`config.mk`:
```
export PLATFORM = sky130hd
export DESIGN_NAME = phase_green_ped_timing
export DESIGN_NICKNAME = d
export VERILOG_FILES = /design/src/pkg/phase_timing_pkg.sv /design/src/hdl/phase_green_ped_timing.sv /design/src/hdl/tick_gen.sv /design/src/hdl/interval_timer.sv
export SDC_FILE = /design/constraint.sdc
export NUM_CORES = 1
export LEC_CHECK = 0
export BUFFER_PORTS_ARGS = -buffer_cell sky130_fd_sc_hd__buf_4
export CORE_MARGIN = 1
export CORE_UTILIZATION = 60
export DETAILED_ROUTE_END_ITERATION = 8
export GPL_TIMING_DRIVEN = 0
export PLACE_DENSITY = 0.84
export REMOVE_ABC_BUFFERS = 1
export SLEW_MARGIN = 5
export SYNTH_ARGS = -nofsm -noshare
export SYNTH_HDL_FRONTEND = slang
export SYNTH_SLANG_ARGS = --single-unit
```
`constraint.sdc`:
```
create_clock -name CLK -period 11.2 [get_ports CLK]
set_input_delay 2.24 -clock CLK [delete_from_list [all_inputs] [get_ports CLK]]
set_output_delay 2.24 -clock CLK [all_outputs]
set_load 0.02 [all_outputs]
```
`src/pkg/phase_timing_pkg.sv`:
```
`default_nettype none
package phase_timing_pkg;

	// Timer resolution: every interval counts eighths of a second
	localparam int TW            = 10;
	localparam int CNT_W         = 8;
	localparam int TICKS_PER_S   = 8;
	localparam int CLK_PERIOD_NS = 10;
	localparam int TICK_NS       = 125_000_000;
	localparam int TICK_CYCLES   = TICK_NS / CLK_PERIOD_NS;

	// Fixed ceiling of the detection-scaled initial, in eighths
	localparam logic [TW-1:0] MAX_INIT_FIXED = 10'h0f0;

	// Register byte offsets
	localparam logic [7:0] OFS_CTRL        = 8'h00;
	localparam logic [7:0] OFS_MIN_GREEN   = 8'h04;
	localparam logic [7:0] OFS_PASSAGE     = 8'h08;
	localparam logic [7:0] OFS_MAX_GREEN   = 8'h0c;
	localparam logic [7:0] OFS_WALK        = 8'h10;
	localparam logic [7:0] OFS_PED_CLEAR   = 8'h14;
	localparam logic [7:0] OFS_ADDED_INIT  = 8'h18;
	localparam logic [7:0] OFS_REDUCE_SPAN = 8'h1c;
	localparam logic [7:0] OFS_BEFORE_RED  = 8'h20;
	localparam logic [7:0] OFS_MIN_GAP     = 8'h24;
	localparam logic [7:0] OFS_MAX_INIT    = 8'h28;
	localparam logic [7:0] OFS_STATUS      = 8'h2c;
	localparam logic [7:0] OFS_COUNT       = 8'h30;

	// Field positions
	localparam int CTRL_VD_BIT   = 0;
	localparam int CTRL_MIS_BIT  = 1;
	localparam int ST_GREEN_BIT  = 0;
	localparam int ST_WALK_BIT   = 1;
	localparam int ST_CLEAR_BIT  = 2;
	localparam int ST_MAXOUT_BIT = 3;
	localparam int ST_GAPOUT_BIT = 4;
	localparam int ST_REDUCE_BIT = 5;
	localparam int ST_MINOK_BIT  = 6;
	localparam int ST_GAP_LSB    = 16;

	// Reset values, in eighths of a second
	localparam logic [TW-1:0] RST_MIN_GREEN   = 10'h028;
	localparam logic [TW-1:0] RST_PASSAGE     = 10'h018;
	localparam logic [TW-1:0] RST_MAX_GREEN   = 10'h0f0;
	localparam logic [TW-1:0] RST_WALK        = 10'h038;
	localparam logic [TW-1:0] RST_PED_CLEAR   = 10'h060;
	localparam logic [TW-1:0] RST_ADDED_INIT  = 10'h00c;
	localparam logic [TW-1:0] RST_REDUCE_SPAN = 10'h078;
	localparam logic [TW-1:0] RST_BEFORE_RED  = 10'h050;
	localparam logic [TW-1:0] RST_MIN_GAP     = 10'h008;
	localparam logic [TW-1:0] RST_MAX_INIT    = 10'h0f0;

	typedef struct packed {
		logic          vol_density;
		logic          max_init_set;
		logic [TW-1:0] min_green;
		logic [TW-1:0] passage;
		logic [TW-1:0] max_green;
		logic [TW-1:0] walk;
		logic [TW-1:0] ped_clear;
		logic [TW-1:0] added_init;
		logic [TW-1:0] reduce_span;
		logic [TW-1:0] before_red;
		logic [TW-1:0] min_gap;
		logic [TW-1:0] max_init;
	} cfg_t;

	localparam cfg_t CFG_RST = '{1'b0, 1'b0, RST_MIN_GREEN, RST_PASSAGE, RST_MAX_GREEN, RST_WALK,
		RST_PED_CLEAR, RST_ADDED_INIT, RST_REDUCE_SPAN, RST_BEFORE_RED, RST_MIN_GAP, RST_MAX_INIT};

	typedef struct packed {
		logic veh_det;
		logic ped_call;
		logic conflict;
		logic inhibit;
		logic phase_go;
	} pins_t;

	typedef enum logic [1:0] {PH_OFF = 2'b01, PH_GREEN = 2'b10} phase_t;
	typedef enum logic [2:0] {PD_IDLE = 3'b001, PD_WALK = 3'b010, PD_CLEAR = 3'b100} ped_t;

	// Larger of two settings
	function automatic logic [TW-1:0] lim_max(input logic [TW-1:0] a, input logic [TW-1:0] b);
		lim_max = (a > b) ? a : b;
	endfunction

	// Clip a wide product to a ceiling
	function automatic logic [TW-1:0] lim_clip(input logic [TW+CNT_W-1:0] v, input logic [TW-1:0] cap);
		lim_clip = (v > {{CNT_W{1'b0}}, cap}) ? cap : v[TW-1:0];
	endfunction

endpackage
`default_nettype wire

```
`src/hdl/phase_green_ped_timing.sv`:
```
// The address map and the APB interface to the registers were left to the implementer.
`timescale 1ns/100ps
`default_nettype none
// Overview of operation
// - Extension interval setting spans 0 to 9 s in eighth-second steps
// - A zero setting may expire anywhere from 0 to 100 ms
// - Green ceiling counts only in green with a conflicting call registered
// - Ceiling expiry never ends green before minimum green has elapsed
// - Green stays extensible while the extension timer runs, bounded by ceiling
// - Each detection reloads the extension timer and holds it full while active
// - Without a conflicting call the ceiling timer stays in reset
// - With volume density, detections in yellow or red are counted
// - Initial ceiling is fixed 30 s or a 0 to 60 s setting
// - Initial is increment times count, clipped, never below minimum green
// - Pre-reduction delay runs only in green with a conflicting call
// - After the delay, gap falls linearly at (extension minus floor) over span
// - Gap at or below the floor gap holds at the floor
// - Continuously active detection prevents gap termination
// - Losing the conflicting call restores the gap and resets the delay
// - Walk lasts walk setting; clearance and flashing last clearance setting
// - Stored crossing call starts walk with green unless inhibited
// - Green is shown throughout walk and crossing clearance
// - Crossing recycle only without conflicting calls and without inhibit
// - Extension timing runs in parallel with the initial period
module phase_green_ped_timing
	import phase_timing_pkg::*;
#(
	parameter int TICK_DIV = TICK_CYCLES
) (
	// Clock and reset
	input  wire logic        CLK,
	input  wire logic        RSTN,
	// APB slave
	input  wire logic        PSEL,
	input  wire logic        PENABLE,
	input  wire logic        PWRITE,
	input  wire logic [7:0]  PADDR,
	input  wire logic [31:0] PWDATA,
	output logic [31:0]      PRDATA,
	output logic             PREADY,
	output logic             PSLVERR,
	// Detector, call and sequencer inputs
	input  wire logic        VEH_DET,
	input  wire logic        PED_CALL,
	input  wire logic        CONFLICT_CALL,
	input  wire logic        CROSSING_SERVICE_INHIBIT,
	input  wire logic        PHASE_GO,
	// Indications
	output logic             GREEN,
	output logic             WALK,
	output logic             DONT_WALK_FLASH,
	output logic             PED_CLEARANCE,
	output logic             GREEN_DONE
);

	pins_t                pin_raw;
	pins_t                pin_s1_q;
	pins_t                pin_s2_q;
	pins_t                pin_prev_q;
	cfg_t                 cfg_q;
	cfg_t                 cfg_d;
	phase_t               phase_q;
	phase_t               phase_d;
	ped_t                 ped_q;
	ped_t                 ped_d;
	logic [31:0]          prdata_q;
	logic [31:0]          prdata_d;
	logic [31:0]          rd_word;
	logic [CNT_W-1:0]     count_q;
	logic [CNT_W-1:0]     count_d;
	logic [TW-1:0]        gap_q;
	logic [TW-1:0]        gap_d;
	logic [TW:0]          acc_q;
	logic [TW:0]          acc_d;
	logic                 done_q;
	logic                 done_d;
	logic                 tick;
	logic                 det;
	logic                 conf;
	logic                 inh;
	logic                 green;
	logic                 run_gate;
	logic                 recyc_ok;
	logic                 green_start;
	logic                 det_rise;
	logic                 terminate;
	logic                 gap_out;
	logic                 max_exp;
	logic                 reducing;
	logic                 ped_start;
	logic                 walk_end;
	logic                 init_done;
	logic                 ext_done;
	logic                 max_done;
	logic                 before_done;
	logic                 ped_done;
	logic [TW-1:0]        init_rem;
	logic [TW-1:0]        ext_rem;
	logic [TW-1:0]        max_rem;
	logic [TW-1:0]        before_rem;
	logic [TW-1:0]        ped_rem;
	logic [TW-1:0]        init_val;
	logic [TW-1:0]        init_cap;
	logic [TW-1:0]        gap_diff;
	logic [TW+CNT_W-1:0]  init_prod;
	logic                 wr_en;
	logic                 addr_ok;
	logic                 addr_ro;

	// Common eighth-second time base
	tick_gen #(.DIV(TICK_DIV)) u_tick (
		.clk (CLK),
		.rstn(RSTN),
		.tick(tick)
	);

	// Pins cross into the clock domain through two flops
	assign pin_raw = '{VEH_DET, PED_CALL, CONFLICT_CALL, CROSSING_SERVICE_INHIBIT, PHASE_GO};

	always_ff @(posedge CLK or negedge RSTN) begin
		if (!RSTN) begin
			pin_s1_q   <= '0;
			pin_s2_q   <= '0;
			pin_prev_q <= '0;
		end else begin
			pin_s1_q   <= pin_raw;
			pin_s2_q   <= pin_s1_q;
			pin_prev_q <= pin_s2_q;
		end
	end

	// Decoded conditions; pin levels from the second sync stage, edges against the flop after it
	assign det         = pin_s2_q.veh_det;
	assign conf        = pin_s2_q.conflict;
	assign inh         = pin_s2_q.inhibit;
	assign green       = (phase_q == PH_GREEN);
	assign run_gate    = green && conf;
	assign recyc_ok    = !conf && !inh;
	assign det_rise    = det && !pin_prev_q.veh_det;
	assign green_start = (phase_q == PH_OFF) && pin_s2_q.phase_go && !pin_prev_q.phase_go;

	// APB decode; registers answer in zero wait states
	always_comb begin
		rd_word = '0;
		addr_ok = 1'b1;
		addr_ro = 1'b0;
		case (PADDR)
			OFS_CTRL: begin
				rd_word[CTRL_VD_BIT]  = cfg_q.vol_density;
				rd_word[CTRL_MIS_BIT] = cfg_q.max_init_set;
			end
			OFS_MIN_GREEN:   rd_word[TW-1:0] = cfg_q.min_green;
			OFS_PASSAGE:     rd_word[TW-1:0] = cfg_q.passage;
			OFS_MAX_GREEN:   rd_word[TW-1:0] = cfg_q.max_green;
			OFS_WALK:        rd_word[TW-1:0] = cfg_q.walk;
			OFS_PED_CLEAR:   rd_word[TW-1:0] = cfg_q.ped_clear;
			OFS_ADDED_INIT:  rd_word[TW-1:0] = cfg_q.added_init;
			OFS_REDUCE_SPAN: rd_word[TW-1:0] = cfg_q.reduce_span;
			OFS_BEFORE_RED:  rd_word[TW-1:0] = cfg_q.before_red;
			OFS_MIN_GAP:     rd_word[TW-1:0] = cfg_q.min_gap;
			OFS_MAX_INIT:    rd_word[TW-1:0] = cfg_q.max_init;
			OFS_STATUS: begin
				addr_ro                           = 1'b1;
				rd_word[ST_GREEN_BIT]             = green;
				rd_word[ST_WALK_BIT]              = (ped_q == PD_WALK);
				rd_word[ST_CLEAR_BIT]             = (ped_q == PD_CLEAR);
				rd_word[ST_MAXOUT_BIT]            = max_exp;
				rd_word[ST_GAPOUT_BIT]            = gap_out;
				rd_word[ST_REDUCE_BIT]            = reducing;
				rd_word[ST_MINOK_BIT]             = init_done;
				rd_word[ST_GAP_LSB +: TW]         = gap_q;
			end
			OFS_COUNT: begin
				addr_ro              = 1'b1;
				rd_word[CNT_W-1:0]   = count_q;
			end
			default: addr_ok = 1'b0;
		endcase
	end

	assign wr_en   = PSEL && PENABLE && PWRITE && addr_ok && !addr_ro;
	assign PREADY  = 1'b1;
	assign PSLVERR = PSEL && PENABLE && (!addr_ok || (PWRITE && addr_ro));

	// Settings; all times held in eighths so quarter steps are exact
	always_comb begin
		cfg_d = cfg_q;
		if (wr_en) begin
			case (PADDR)
				OFS_CTRL: begin
					cfg_d.vol_density  = PWDATA[CTRL_VD_BIT];
					cfg_d.max_init_set = PWDATA[CTRL_MIS_BIT];
				end
				OFS_MIN_GREEN:   cfg_d.min_green   = PWDATA[TW-1:0];
				OFS_PASSAGE:     cfg_d.passage     = PWDATA[TW-1:0];
				OFS_MAX_GREEN:   cfg_d.max_green   = PWDATA[TW-1:0];
				OFS_WALK:        cfg_d.walk        = PWDATA[TW-1:0];
				OFS_PED_CLEAR:   cfg_d.ped_clear   = PWDATA[TW-1:0];
				OFS_ADDED_INIT:  cfg_d.added_init  = PWDATA[TW-1:0];
				OFS_REDUCE_SPAN: cfg_d.reduce_span = PWDATA[TW-1:0];
				OFS_BEFORE_RED:  cfg_d.before_red  = PWDATA[TW-1:0];
				OFS_MIN_GAP:     cfg_d.min_gap     = PWDATA[TW-1:0];
				OFS_MAX_INIT:    cfg_d.max_init    = PWDATA[TW-1:0];
				default: ;
			endcase
		end
	end

	// Read data captured in the setup phase, stable through access
	always_comb begin
		prdata_d = prdata_q;
		if (PSEL && !PENABLE && !PWRITE) begin
			prdata_d = rd_word;
		end
	end

	always_ff @(posedge CLK or negedge RSTN) begin
		if (!RSTN) begin
			cfg_q    <= CFG_RST;
			prdata_q <= '0;
		end else begin
			cfg_q    <= cfg_d;
			prdata_q <= prdata_d;
		end
	end

	assign PRDATA = prdata_q;

	// Detections outside green build the scaled initial
	always_comb begin
		count_d = count_q;
		if (green_start) begin
			count_d = '0;
		end else if (!green && cfg_q.vol_density && det_rise && count_q != '1) begin
			count_d = count_q + CNT_W'(1);
		end
	end

	// Initial period; minimum green overrides a low ceiling
	always_comb begin
		init_prod = (TW+CNT_W)'(cfg_q.added_init) * (TW+CNT_W)'(count_q);
		init_cap  = cfg_q.max_init_set ? cfg_q.max_init : MAX_INIT_FIXED;
		init_val  = cfg_q.min_green;
		if (cfg_q.vol_density) begin
			init_val = lim_max(lim_clip(init_prod, init_cap), cfg_q.min_green);
		end
	end

	// Gap reduction: add the difference each tick, step one eighth per span spent.
	// Steps drain between ticks, so the fall is exact without a divider.
	assign gap_diff = (cfg_q.passage > cfg_q.min_gap) ? cfg_q.passage - cfg_q.min_gap : '0;
	assign reducing = cfg_q.vol_density && run_gate && before_done;

	always_comb begin
		gap_d = gap_q;
		acc_d = acc_q;
		if (!reducing) begin
			gap_d = cfg_q.passage;
			acc_d = '0;
		end else if (gap_q <= cfg_q.min_gap || cfg_q.reduce_span == '0) begin
			gap_d = cfg_q.min_gap;
		end else if (tick) begin
			acc_d = acc_q + {1'b0, gap_diff};
		end else if (acc_q >= {1'b0, cfg_q.reduce_span}) begin
			acc_d = acc_q - {1'b0, cfg_q.reduce_span};
			gap_d = gap_q - TW'(1);
		end
	end

	always_ff @(posedge CLK or negedge RSTN) begin
		if (!RSTN) begin
			count_q <= '0;
			gap_q   <= RST_PASSAGE;
			acc_q   <= '0;
		end else begin
			count_q <= count_d;
			gap_q   <= gap_d;
			acc_q   <= acc_d;
		end
	end

	// Initial period, timed from green onset
	interval_timer u_init (
		.clk(CLK), .rstn(RSTN), .tick(tick),
		.load(green_start), .run(green), .load_val(init_val),
		.remain(init_rem), .done(init_done)
	);

	// Extension: starts with green and reloads while a detection stands
	interval_timer u_ext (
		.clk(CLK), .rstn(RSTN), .tick(tick),
		.load(green_start || det), .run(green), .load_val(gap_q),
		.remain(ext_rem), .done(ext_done)
	);

	// Green ceiling, held at full without a conflicting call
	interval_timer u_max (
		.clk(CLK), .rstn(RSTN), .tick(tick),
		.load(!run_gate), .run(1'b1), .load_val(cfg_q.max_green),
		.remain(max_rem), .done(max_done)
	);

	// Pre-reduction delay, same gating as the ceiling
	interval_timer u_before (
		.clk(CLK), .rstn(RSTN), .tick(tick),
		.load(!run_gate), .run(1'b1), .load_val(cfg_q.before_red),
		.remain(before_rem), .done(before_done)
	);

	// One timer serves walk then clearance
	interval_timer u_ped (
		.clk(CLK), .rstn(RSTN), .tick(tick),
		.load(ped_start || walk_end), .run(1'b1),
		.load_val(walk_end ? cfg_q.ped_clear : cfg_q.walk),
		.remain(ped_rem), .done(ped_done)
	);

	// Termination: a zero load is done one clock later, well inside 100 ms
	assign gap_out   = ext_done && !det;
	assign max_exp   = max_done && run_gate;
	assign terminate = green && init_done && (ped_q == PD_IDLE) && conf && (gap_out || max_exp);

	// Green phase state
	always_comb begin
		phase_d = phase_q;
		done_d  = terminate;
		unique case (phase_q)
			PH_OFF:   if (green_start) phase_d = PH_GREEN;
			PH_GREEN: if (terminate) phase_d = PH_OFF;
			default:  phase_d = PH_OFF;
		endcase
	end

	// Crossing service: start with green, recycle only when clear
	assign ped_start = (green_start && pin_s2_q.ped_call && !inh) ||
		(green && ped_q == PD_IDLE && pin_s2_q.ped_call && recyc_ok);
	assign walk_end  = (ped_q == PD_WALK) && ped_done;

	always_comb begin
		ped_d = ped_q;
		unique case (ped_q)
			PD_IDLE:  if (ped_start) ped_d = PD_WALK;
			PD_WALK:  if (ped_done) ped_d = PD_CLEAR;
			PD_CLEAR: if (ped_done) ped_d = PD_IDLE;
			default:  ped_d = PD_IDLE;
		endcase
	end

	always_ff @(posedge CLK or negedge RSTN) begin
		if (!RSTN) begin
			phase_q <= PH_OFF;
			ped_q   <= PD_IDLE;
			done_q  <= 1'b0;
		end else begin
			phase_q <= phase_d;
			ped_q   <= ped_d;
			done_q  <= done_d;
		end
	end

	// Indications straight from state flops; green covers crossing service
	assign GREEN           = phase_q[1];
	assign WALK            = ped_q[1];
	assign DONT_WALK_FLASH = ped_q[2];
	assign PED_CLEARANCE   = ped_q[2];
	assign GREEN_DONE      = done_q;
endmodule
`default_nettype wire

```
`src/hdl/tick_gen.sv`:
```
`timescale 1ns/100ps
`default_nettype none
module tick_gen
	import phase_timing_pkg::*;
#(
	parameter int DIV = TICK_CYCLES
) (
	// Clock and reset
	input  wire logic clk,
	input  wire logic rstn,
	// Time base
	output logic      tick
);

	localparam int CW = (DIV > 1) ? $clog2(DIV) : 1;

	logic [CW-1:0] cnt_q;
	logic [CW-1:0] cnt_d;
	logic          tick_q;
	logic          tick_d;

	// Wrap at DIV-1 and flag the wrap as a one-cycle enable
	always_comb begin
		tick_d = (cnt_q == CW'(DIV - 1));
		cnt_d  = tick_d ? '0 : cnt_q + CW'(1);
	end

	always_ff @(posedge clk or negedge rstn) begin
		if (!rstn) begin
			cnt_q  <= '0;
			tick_q <= 1'b0;
		end else begin
			cnt_q  <= cnt_d;
			tick_q <= tick_d;
		end
	end

	assign tick = tick_q;

endmodule
`default_nettype wire

```
`src/hdl/interval_timer.sv`:
```
`timescale 1ns/100ps
`default_nettype none
module interval_timer
	import phase_timing_pkg::*;
#(
	parameter int W = TW
) (
	// Clock and reset
	input  wire logic         clk,
	input  wire logic         rstn,
	// Control
	input  wire logic         tick,
	input  wire logic         load,
	input  wire logic         run,
	input  wire logic [W-1:0] load_val,
	// State
	output logic [W-1:0]      remain,
	output logic              done
);

	logic [W-1:0] remain_q;
	logic [W-1:0] remain_d;

	// Load wins over counting; a zero load reads as done one cycle later
	always_comb begin
		remain_d = remain_q;
		if (load) begin
			remain_d = load_val;
		end else if (run && tick && remain_q != '0) begin
			remain_d = remain_q - W'(1);
		end
	end

	always_ff @(posedge clk or negedge rstn) begin
		if (!rstn) begin
			remain_q <= '0;
		end else begin
			remain_q <= remain_d;
		end
	end

	assign remain = remain_q;
	assign done   = (remain_q == '0);

endmodule
`default_nettype wire

```
Word-level counts from Yosys, hierarchy flattened
Index checks and enable logic that the tools add are counted.
{"block": "classes", "n_addsub": 11, "mul": 1, "order_cmp": 5, "n_eq_ne": 30, "n_mux": 41, "reduce_logical": 85}
{"op": "2-to-1 mux 10 bit", "n": 21}
{"op": "logical NOT 10 bit", "n": 6}
{"op": "one-hot mux 5 bit (12 select lines)", "n": 1}
{"op": "subtractor 10 x 1 -> 10 bit (second input constant)", "n": 6}
{"op": "nonzero test 10 bit", "n": 5}
{"op": "2-to-1 mux 11 bit", "n": 4}
{"op": "== test 8 x 6 -> 1 bit (second input constant)", "n": 5}
{"op": "logical AND 1 bit", "n": 36}
{"op": "== test 8 x 5 -> 1 bit (second input constant)", "n": 4}
{"op": "AND reduction 2 bit", "n": 14}
{"op": "one-hot mux 2 bit (13 select lines)", "n": 1}
{"op": "adder 24 x 1 -> 24 bit (second input constant)", "n": 1}
{"op": "== test 24 bit (second input constant)", "n": 1}
{"op": "2-to-1 mux 24 bit", "n": 1}
{"op": "> comparator 10 bit", "n": 2}
{"op": "one-hot mux 2 bit (10 select lines)", "n": 1}
{"op": "> comparator 18 x 10 -> 1 bit", "n": 1}
{"op": "multiplier 10 x 8 -> 18 bit", "n": 1}
{"op": "== test 8 x 4 -> 1 bit (second input constant)", "n": 2}
{"op": "2-to-1 mux 8 bit", "n": 2}
{"op": "OR reduction 13 bit", "n": 1}
{"op": "!= test 2 bit (second input constant)", "n": 6}
{"op": "adder 11 x 10 -> 11 bit", "n": 1}
{"op": "greater-or-equal comparator 11 x 10 -> 1 bit", "n": 1}
{"op": "26 further kinds", "n": 49}
{"block": "totals", "regBits": 244, "input_bits": 50, "out_inout_bits": 39, "wordCells": 211}

Logic depth before layout (Yosys ltp)
{"block": "logic_depth", "depth_word": 8, "mapped_depth": 34}

Modules after synthesis
From an unflattened synthesis, not the netlist that was laid out.
{"block": "unflattened", "hier_cells": 1835, "area_unflattened_um2": 17538.1}
{"module": "phase_green_ped_timing", "instances": 1, "cells_each": 1375, "area_per_inst_um2": 13055.0, "seq_area_each_um2": 4266.6}
{"module": "interval_timer", "instances": 5, "cells_each": 69, "area_per_inst_um2": 654.4, "seq_area_each_um2": 250.2}
{"module": "tick_gen", "instances": 1, "cells_each": 115, "area_per_inst_um2": 1211.2, "seq_area_each_um2": 625.6}

Least setup slack after synthesis
OpenSTA, ideal clock, no wires.
{"block": "synth_timing", "path_type": "reg-to-reg", "start": "register count_q[7]", "end": "register u_init.remain_q[2] (netlist: u_init.remain[2])", "setup_ns": 0.123, "arrival_time_ns": 7.951, "required_ns": 11.077, "setup_slack_ns": 3.126, "stages_incl_launch_ff": 32, "path_buffers": 3, "cell_sequence": "dfrtp_1 clkbuf_1 and2_1 fa_1 inv_1 fa_1 fa_1 fa_1 inv_1 ha_1 a21oi_1 and2_1 nand2_1 xnor2_1 ha_1 a21oi_1 nor4b_1 o221ai_1 a2111oi_2 or4b_1 a2111o_1 buf_6 mux2_4 ha_1 nand4_1 or2_2 nor2_1 nor2_1 a31oi_1 clkbuf_1 nand2_1 o221a_2"}
{"block": "synth_via", "elab_chain_len": 7}
{"item": "from (decl)", "line_no": "phase_green_ped_timing.sv:69", "text": "logic [CNT_W-1:0] count_q;"}
{"item": "from (signal assigned)", "line_no": "phase_green_ped_timing.sv:276", "text": "count_q <= count_d;"}
{"item": "multiplier 10 x 8 -> 18 bit (*)", "line_no": "phase_green_ped_timing.sv:241", "text": "init_prod = (TW+CNT_W)'(cfg_q.added_init) * (TW+CNT_W)'(count_q);"}
{"item": "> comparator 18 x 10 -> 1 bit", "line_no": "phase_timing_pkg.sv:90", "text": "lim_clip = (v > {{CNT_W{1'b0}}, cap}) ? cap : v[TW-1:0];"}
{"item": "2-to-1 mux 10 bit (*)", "line_no": "phase_timing_pkg.sv:90"}
{"item": "> comparator 10 bit", "line_no": "phase_timing_pkg.sv:85", "text": "lim_max = (a > b) ? a : b;"}
{"item": "2-to-1 mux 10 bit (*)", "line_no": "phase_timing_pkg.sv:85"}
{"item": "2-to-1 mux 10 bit (*)", "line_no": "phase_green_ped_timing.sv:244", "text": "if (cfg_q.vol_density) begin"}
{"item": "2-to-1 mux 10 bit (*)", "line_no": "interval_timer.sv:27", "text": "if (load) begin"}
{"item": "to (signal assigned)", "line_no": "interval_timer.sv:38", "text": "remain_q <= remain_d;"}
{"item": "to (decl)", "line_no": "interval_timer.sv:21", "text": "logic [W-1:0] remain_q;"}
Every way passes the cells marked *; elsewhere a longest branch is shown, timed or not.
A chain may end at the register's enable or synchronous reset.

Worst setup path after layout
Same ends and word-level chain as after synthesis.

==> reports/results.ini <==
[status]
status=finished, final reports clean

[clocking]
htree_levels=1
clockRootBuffer=clkbuf_16
numCtsBuffers=27
cts.sinks=244
ctsHoldBuffers=0
clk_latency_ns=0.55
clk_pin_slew_ns=0.06
cts_tree=done
cts_resized=0
post_cts_buffers=0
clockBufferDepth=3

[synth]
synth_most_common_cell=dfrtp_1
synth_adder_area_share_pct=14.0
netlist_top_cells_count=214 x dfrtp_1, 182 x nand2_1, 139 x inv_1
synth_area_leader_cell=dfrtp_1
synth_top_family_by_area=simple AND/OR/NAND/NOR gates
muxShareOfSynthArea_pct=7.14
synth-main-ff-cell=dfrtp_1
syn-mean-instance-area_um2=9.36
synth-xor-area-share_pct=4.80
ys_warn_count=0
synth_top_area_share_pct=31.9
synthCells=1792
synthSimpleGateAreaFrac_pct=18.3
ys_top_cells_by_area=dfrtp_1 32%, ha_1 7.9%, fa_1 6.1%
syn-cell-area_um2=16800
ys_async_sr_fraction_pct=100
synth-compound-area-share_pct=13.8
ys_seq_area_share_pct=36.6
synthDistinctLibCells=79
ys_ff_latch=244
synth_edf_count=0

[power]
p_leak_nw=8.81
p_int_w=0.00150
p_comb_share_pct=5.8
powerDensity_nw_per_um2=107
ir_worst_vdd_v=0.000101
switching_share_pct=23.7
p_sw_w=0.000465
total_power_w=0.00197
seq_power_share_pct=46.5
clkPwrFrac_pct=47.8

[sta]
tightest_slew_ns=1.38
fin_tns_setup_ns=0
post-route-min-period_ns=9.50
hold_slack_ns=0.346
finalHoldViolCount=0
slew_violations=0
fin_skew_ns=0.0253
rsz0062_at_grt=no
max_slew_margin_pct=7.40
fmax_ghz=0.105
period_share_pct=84.8
setup_violations=0

[drt]
ant_nets=0
drt-wirelength-per-cell_um=20.6
wl_mm=45.4
dr.pass1.iters=5
drcViolationCount=0
vias=13758
drtIter0Drc=1408
post_drt_via_cell_ratio=6.24

[final_layout]
drive_gt1_share_pct=14.0
multi_input_area_um2=9840
num-nets-final=2018
fin_util_pct=67.8
syn_to_final_growth_pct=9.84
regArea_um2=6140
num-fill-cells=2058
diodes=0

[worst_setup_path]
worst-path-max-fanout=13
crit_top_cell=fa_1
worstSetupPathType=reg2reg
max_stage_delay_ns=0.67
crit_path_start=count_q[7]
crit_required_ns=11.62
cp-start-kind=flip-flop
cp-end-kind=flip-flop
rr_startpoint=count_q[7]
cp.arrival_ns=9.91
cp_slowest_cell=a31oi_1

[global_routing]
grt_max_degree=97
antenna_found_initial=1
grt_pass1_vias=13800
track_usage_pct=32.8
grt_pass1_wl_mm=73.5
overflow=0

[floorplan]
start_util_pct=61.7
die_w_um=169
die-area_um2=28600
ios=89
die_h_um=169
core-area_um2=27200
rows=60

[placement]
finalWeightedCongestion=0.973
portBuffers=53
dp_hpwl_mm=33.7

[run]
cap_viol_max_count=0

[worst_hold_path]
hp-class=reg2reg
hold_start=pin_s1_q[1]

[power groups by stage]
stage / sequential (W) / clock (W) / combinational, W
after floorplan: 0.000928 / 0 / 0.0000408
after global placement: 0.000927 / 0 / 0.000105
after detailed placement: 0.000928 / 0 / 0.000112
after CTS: 0.000912 / 0.000947 / 0.000112
after global routing: 0.000913 / 0.000983 / 0.000123
final: 0.000913 / 0.000939 / 0.000113
[cells in the final DEF, fill, tap and decap left out, types with 14 or more instances in the layout]
cell / instances
a21o_1: 20
a21oi_1: 82
a22oi_1: 27
a31oi_1: 15
and2_1: 79
buf_4: 56
clkbuf_16: 27
dfrtp_1: 214
dfstp_2: 30
fa_1: 51
ha_1: 106
inv_1: 139
mux2_2: 82
mux2i_1: 23
nand2_1: 182
nand2b_1: 14
nand3_1: 40
nand4_1: 21
nor2_1: 118
nor2b_1: 19
nor3_1: 31
nor4_1: 17
o21ai_0: 119
or3_1: 16
xnor2_1: 54
xor2_1: 36
[cell type report]
type                    count  share of cell area (%)
flip-flops and latches    244                    33.3
well taps                 372                    2.53
clock buffers              35                    4.10
clock inverters            15                    1.02
multi-input cells        1338                    53.4
repair buffers             61                    2.78
inverters                 139                    2.83
[stage by stage]
| step | instance area [µm²] | setup WS [ns] | instances |
|---|---|---|---|
| 2_1_floorplan | 16500 | 2.94 | 1721 |
| 3_3_place_gp | 17300 | 1.70 | 2146 |
| 3_5_place_dp | 17500 | 1.84 | 2154 |
| 4_1_cts | 18400 | 1.79 | 2204 |
| 5_1_grt | 18400 | 1.20 | 2204 |
| 6_report | 18400 | 1.70 | 2204 |
[sequential cells by signal, indices dropped and copies added, names as in the netlist, 2 cells and up]
name             cells
u_max.remain        10
acc_q               11
u_tick.cnt_q        24
pin_prev_q           2
pin_s2_q             2
pin_s1_q             5
phase_q              2
cfg_q              102
u_before.remain     10
ped_q                3
PRDATA              20
u_init.remain       10
u_ext.remain        10
u_ped.remain        10
count_q              8
gap_q               10
[final timing paths]
kind                                    endpoint  slack [ns]  cells after the start
worst max-delay path            u_init.remain[2]        1.70                     28
worst min-delay path                         inh        0.35                      0
worst max register to register  u_init.remain[2]        1.70                     28
worst min register to register               inh        0.35                      0
max in group asynchronous             phase_q[0]        8.71                      2
min in group asynchronous                    inh        1.62                      1
[per-layer routing]
layer / GRT usage (%) / up-vias / wire length (µm)
li1: - / 6273 / -
met1: 42.8 / 6695 / 18400
met2: 51.8 / 625 / 20700
met3: 5.99 / 163 / 3720
met4: 18.4 / 2 / 2530
met5: 0 / - / 17
[cells by family (layout without fill, tap and decap cells)]
kind of cell | after synthesis | count (layout)
xor+xnor | 91 | 91
other cells | 2 | 13
mux | 108 | 108
simple gates | 609 | 609
compound gates | 360 | 360
fa+ha+maj | 157 | 157
buf+inv | 221 | 250
flops | 244 | 244
[critical path: cells and delay by family (launching register included)]
| family | cells | cell delay, ns |
|---|---|---|
| adders and majority gates | 7 | 3.13 |
| AOI/OAI and AO/OA | 7 | 2.61 |
| and+or+nand+nor | 10 | 2.26 |
| DFF | 1 | 0.59 |
| muxes | 1 | 0.41 |
| xor gates and xnor gates | 1 | 0.28 |
| buffers and inverters | 2 | 0.10 |
Power figures use the tool's default switching activity.
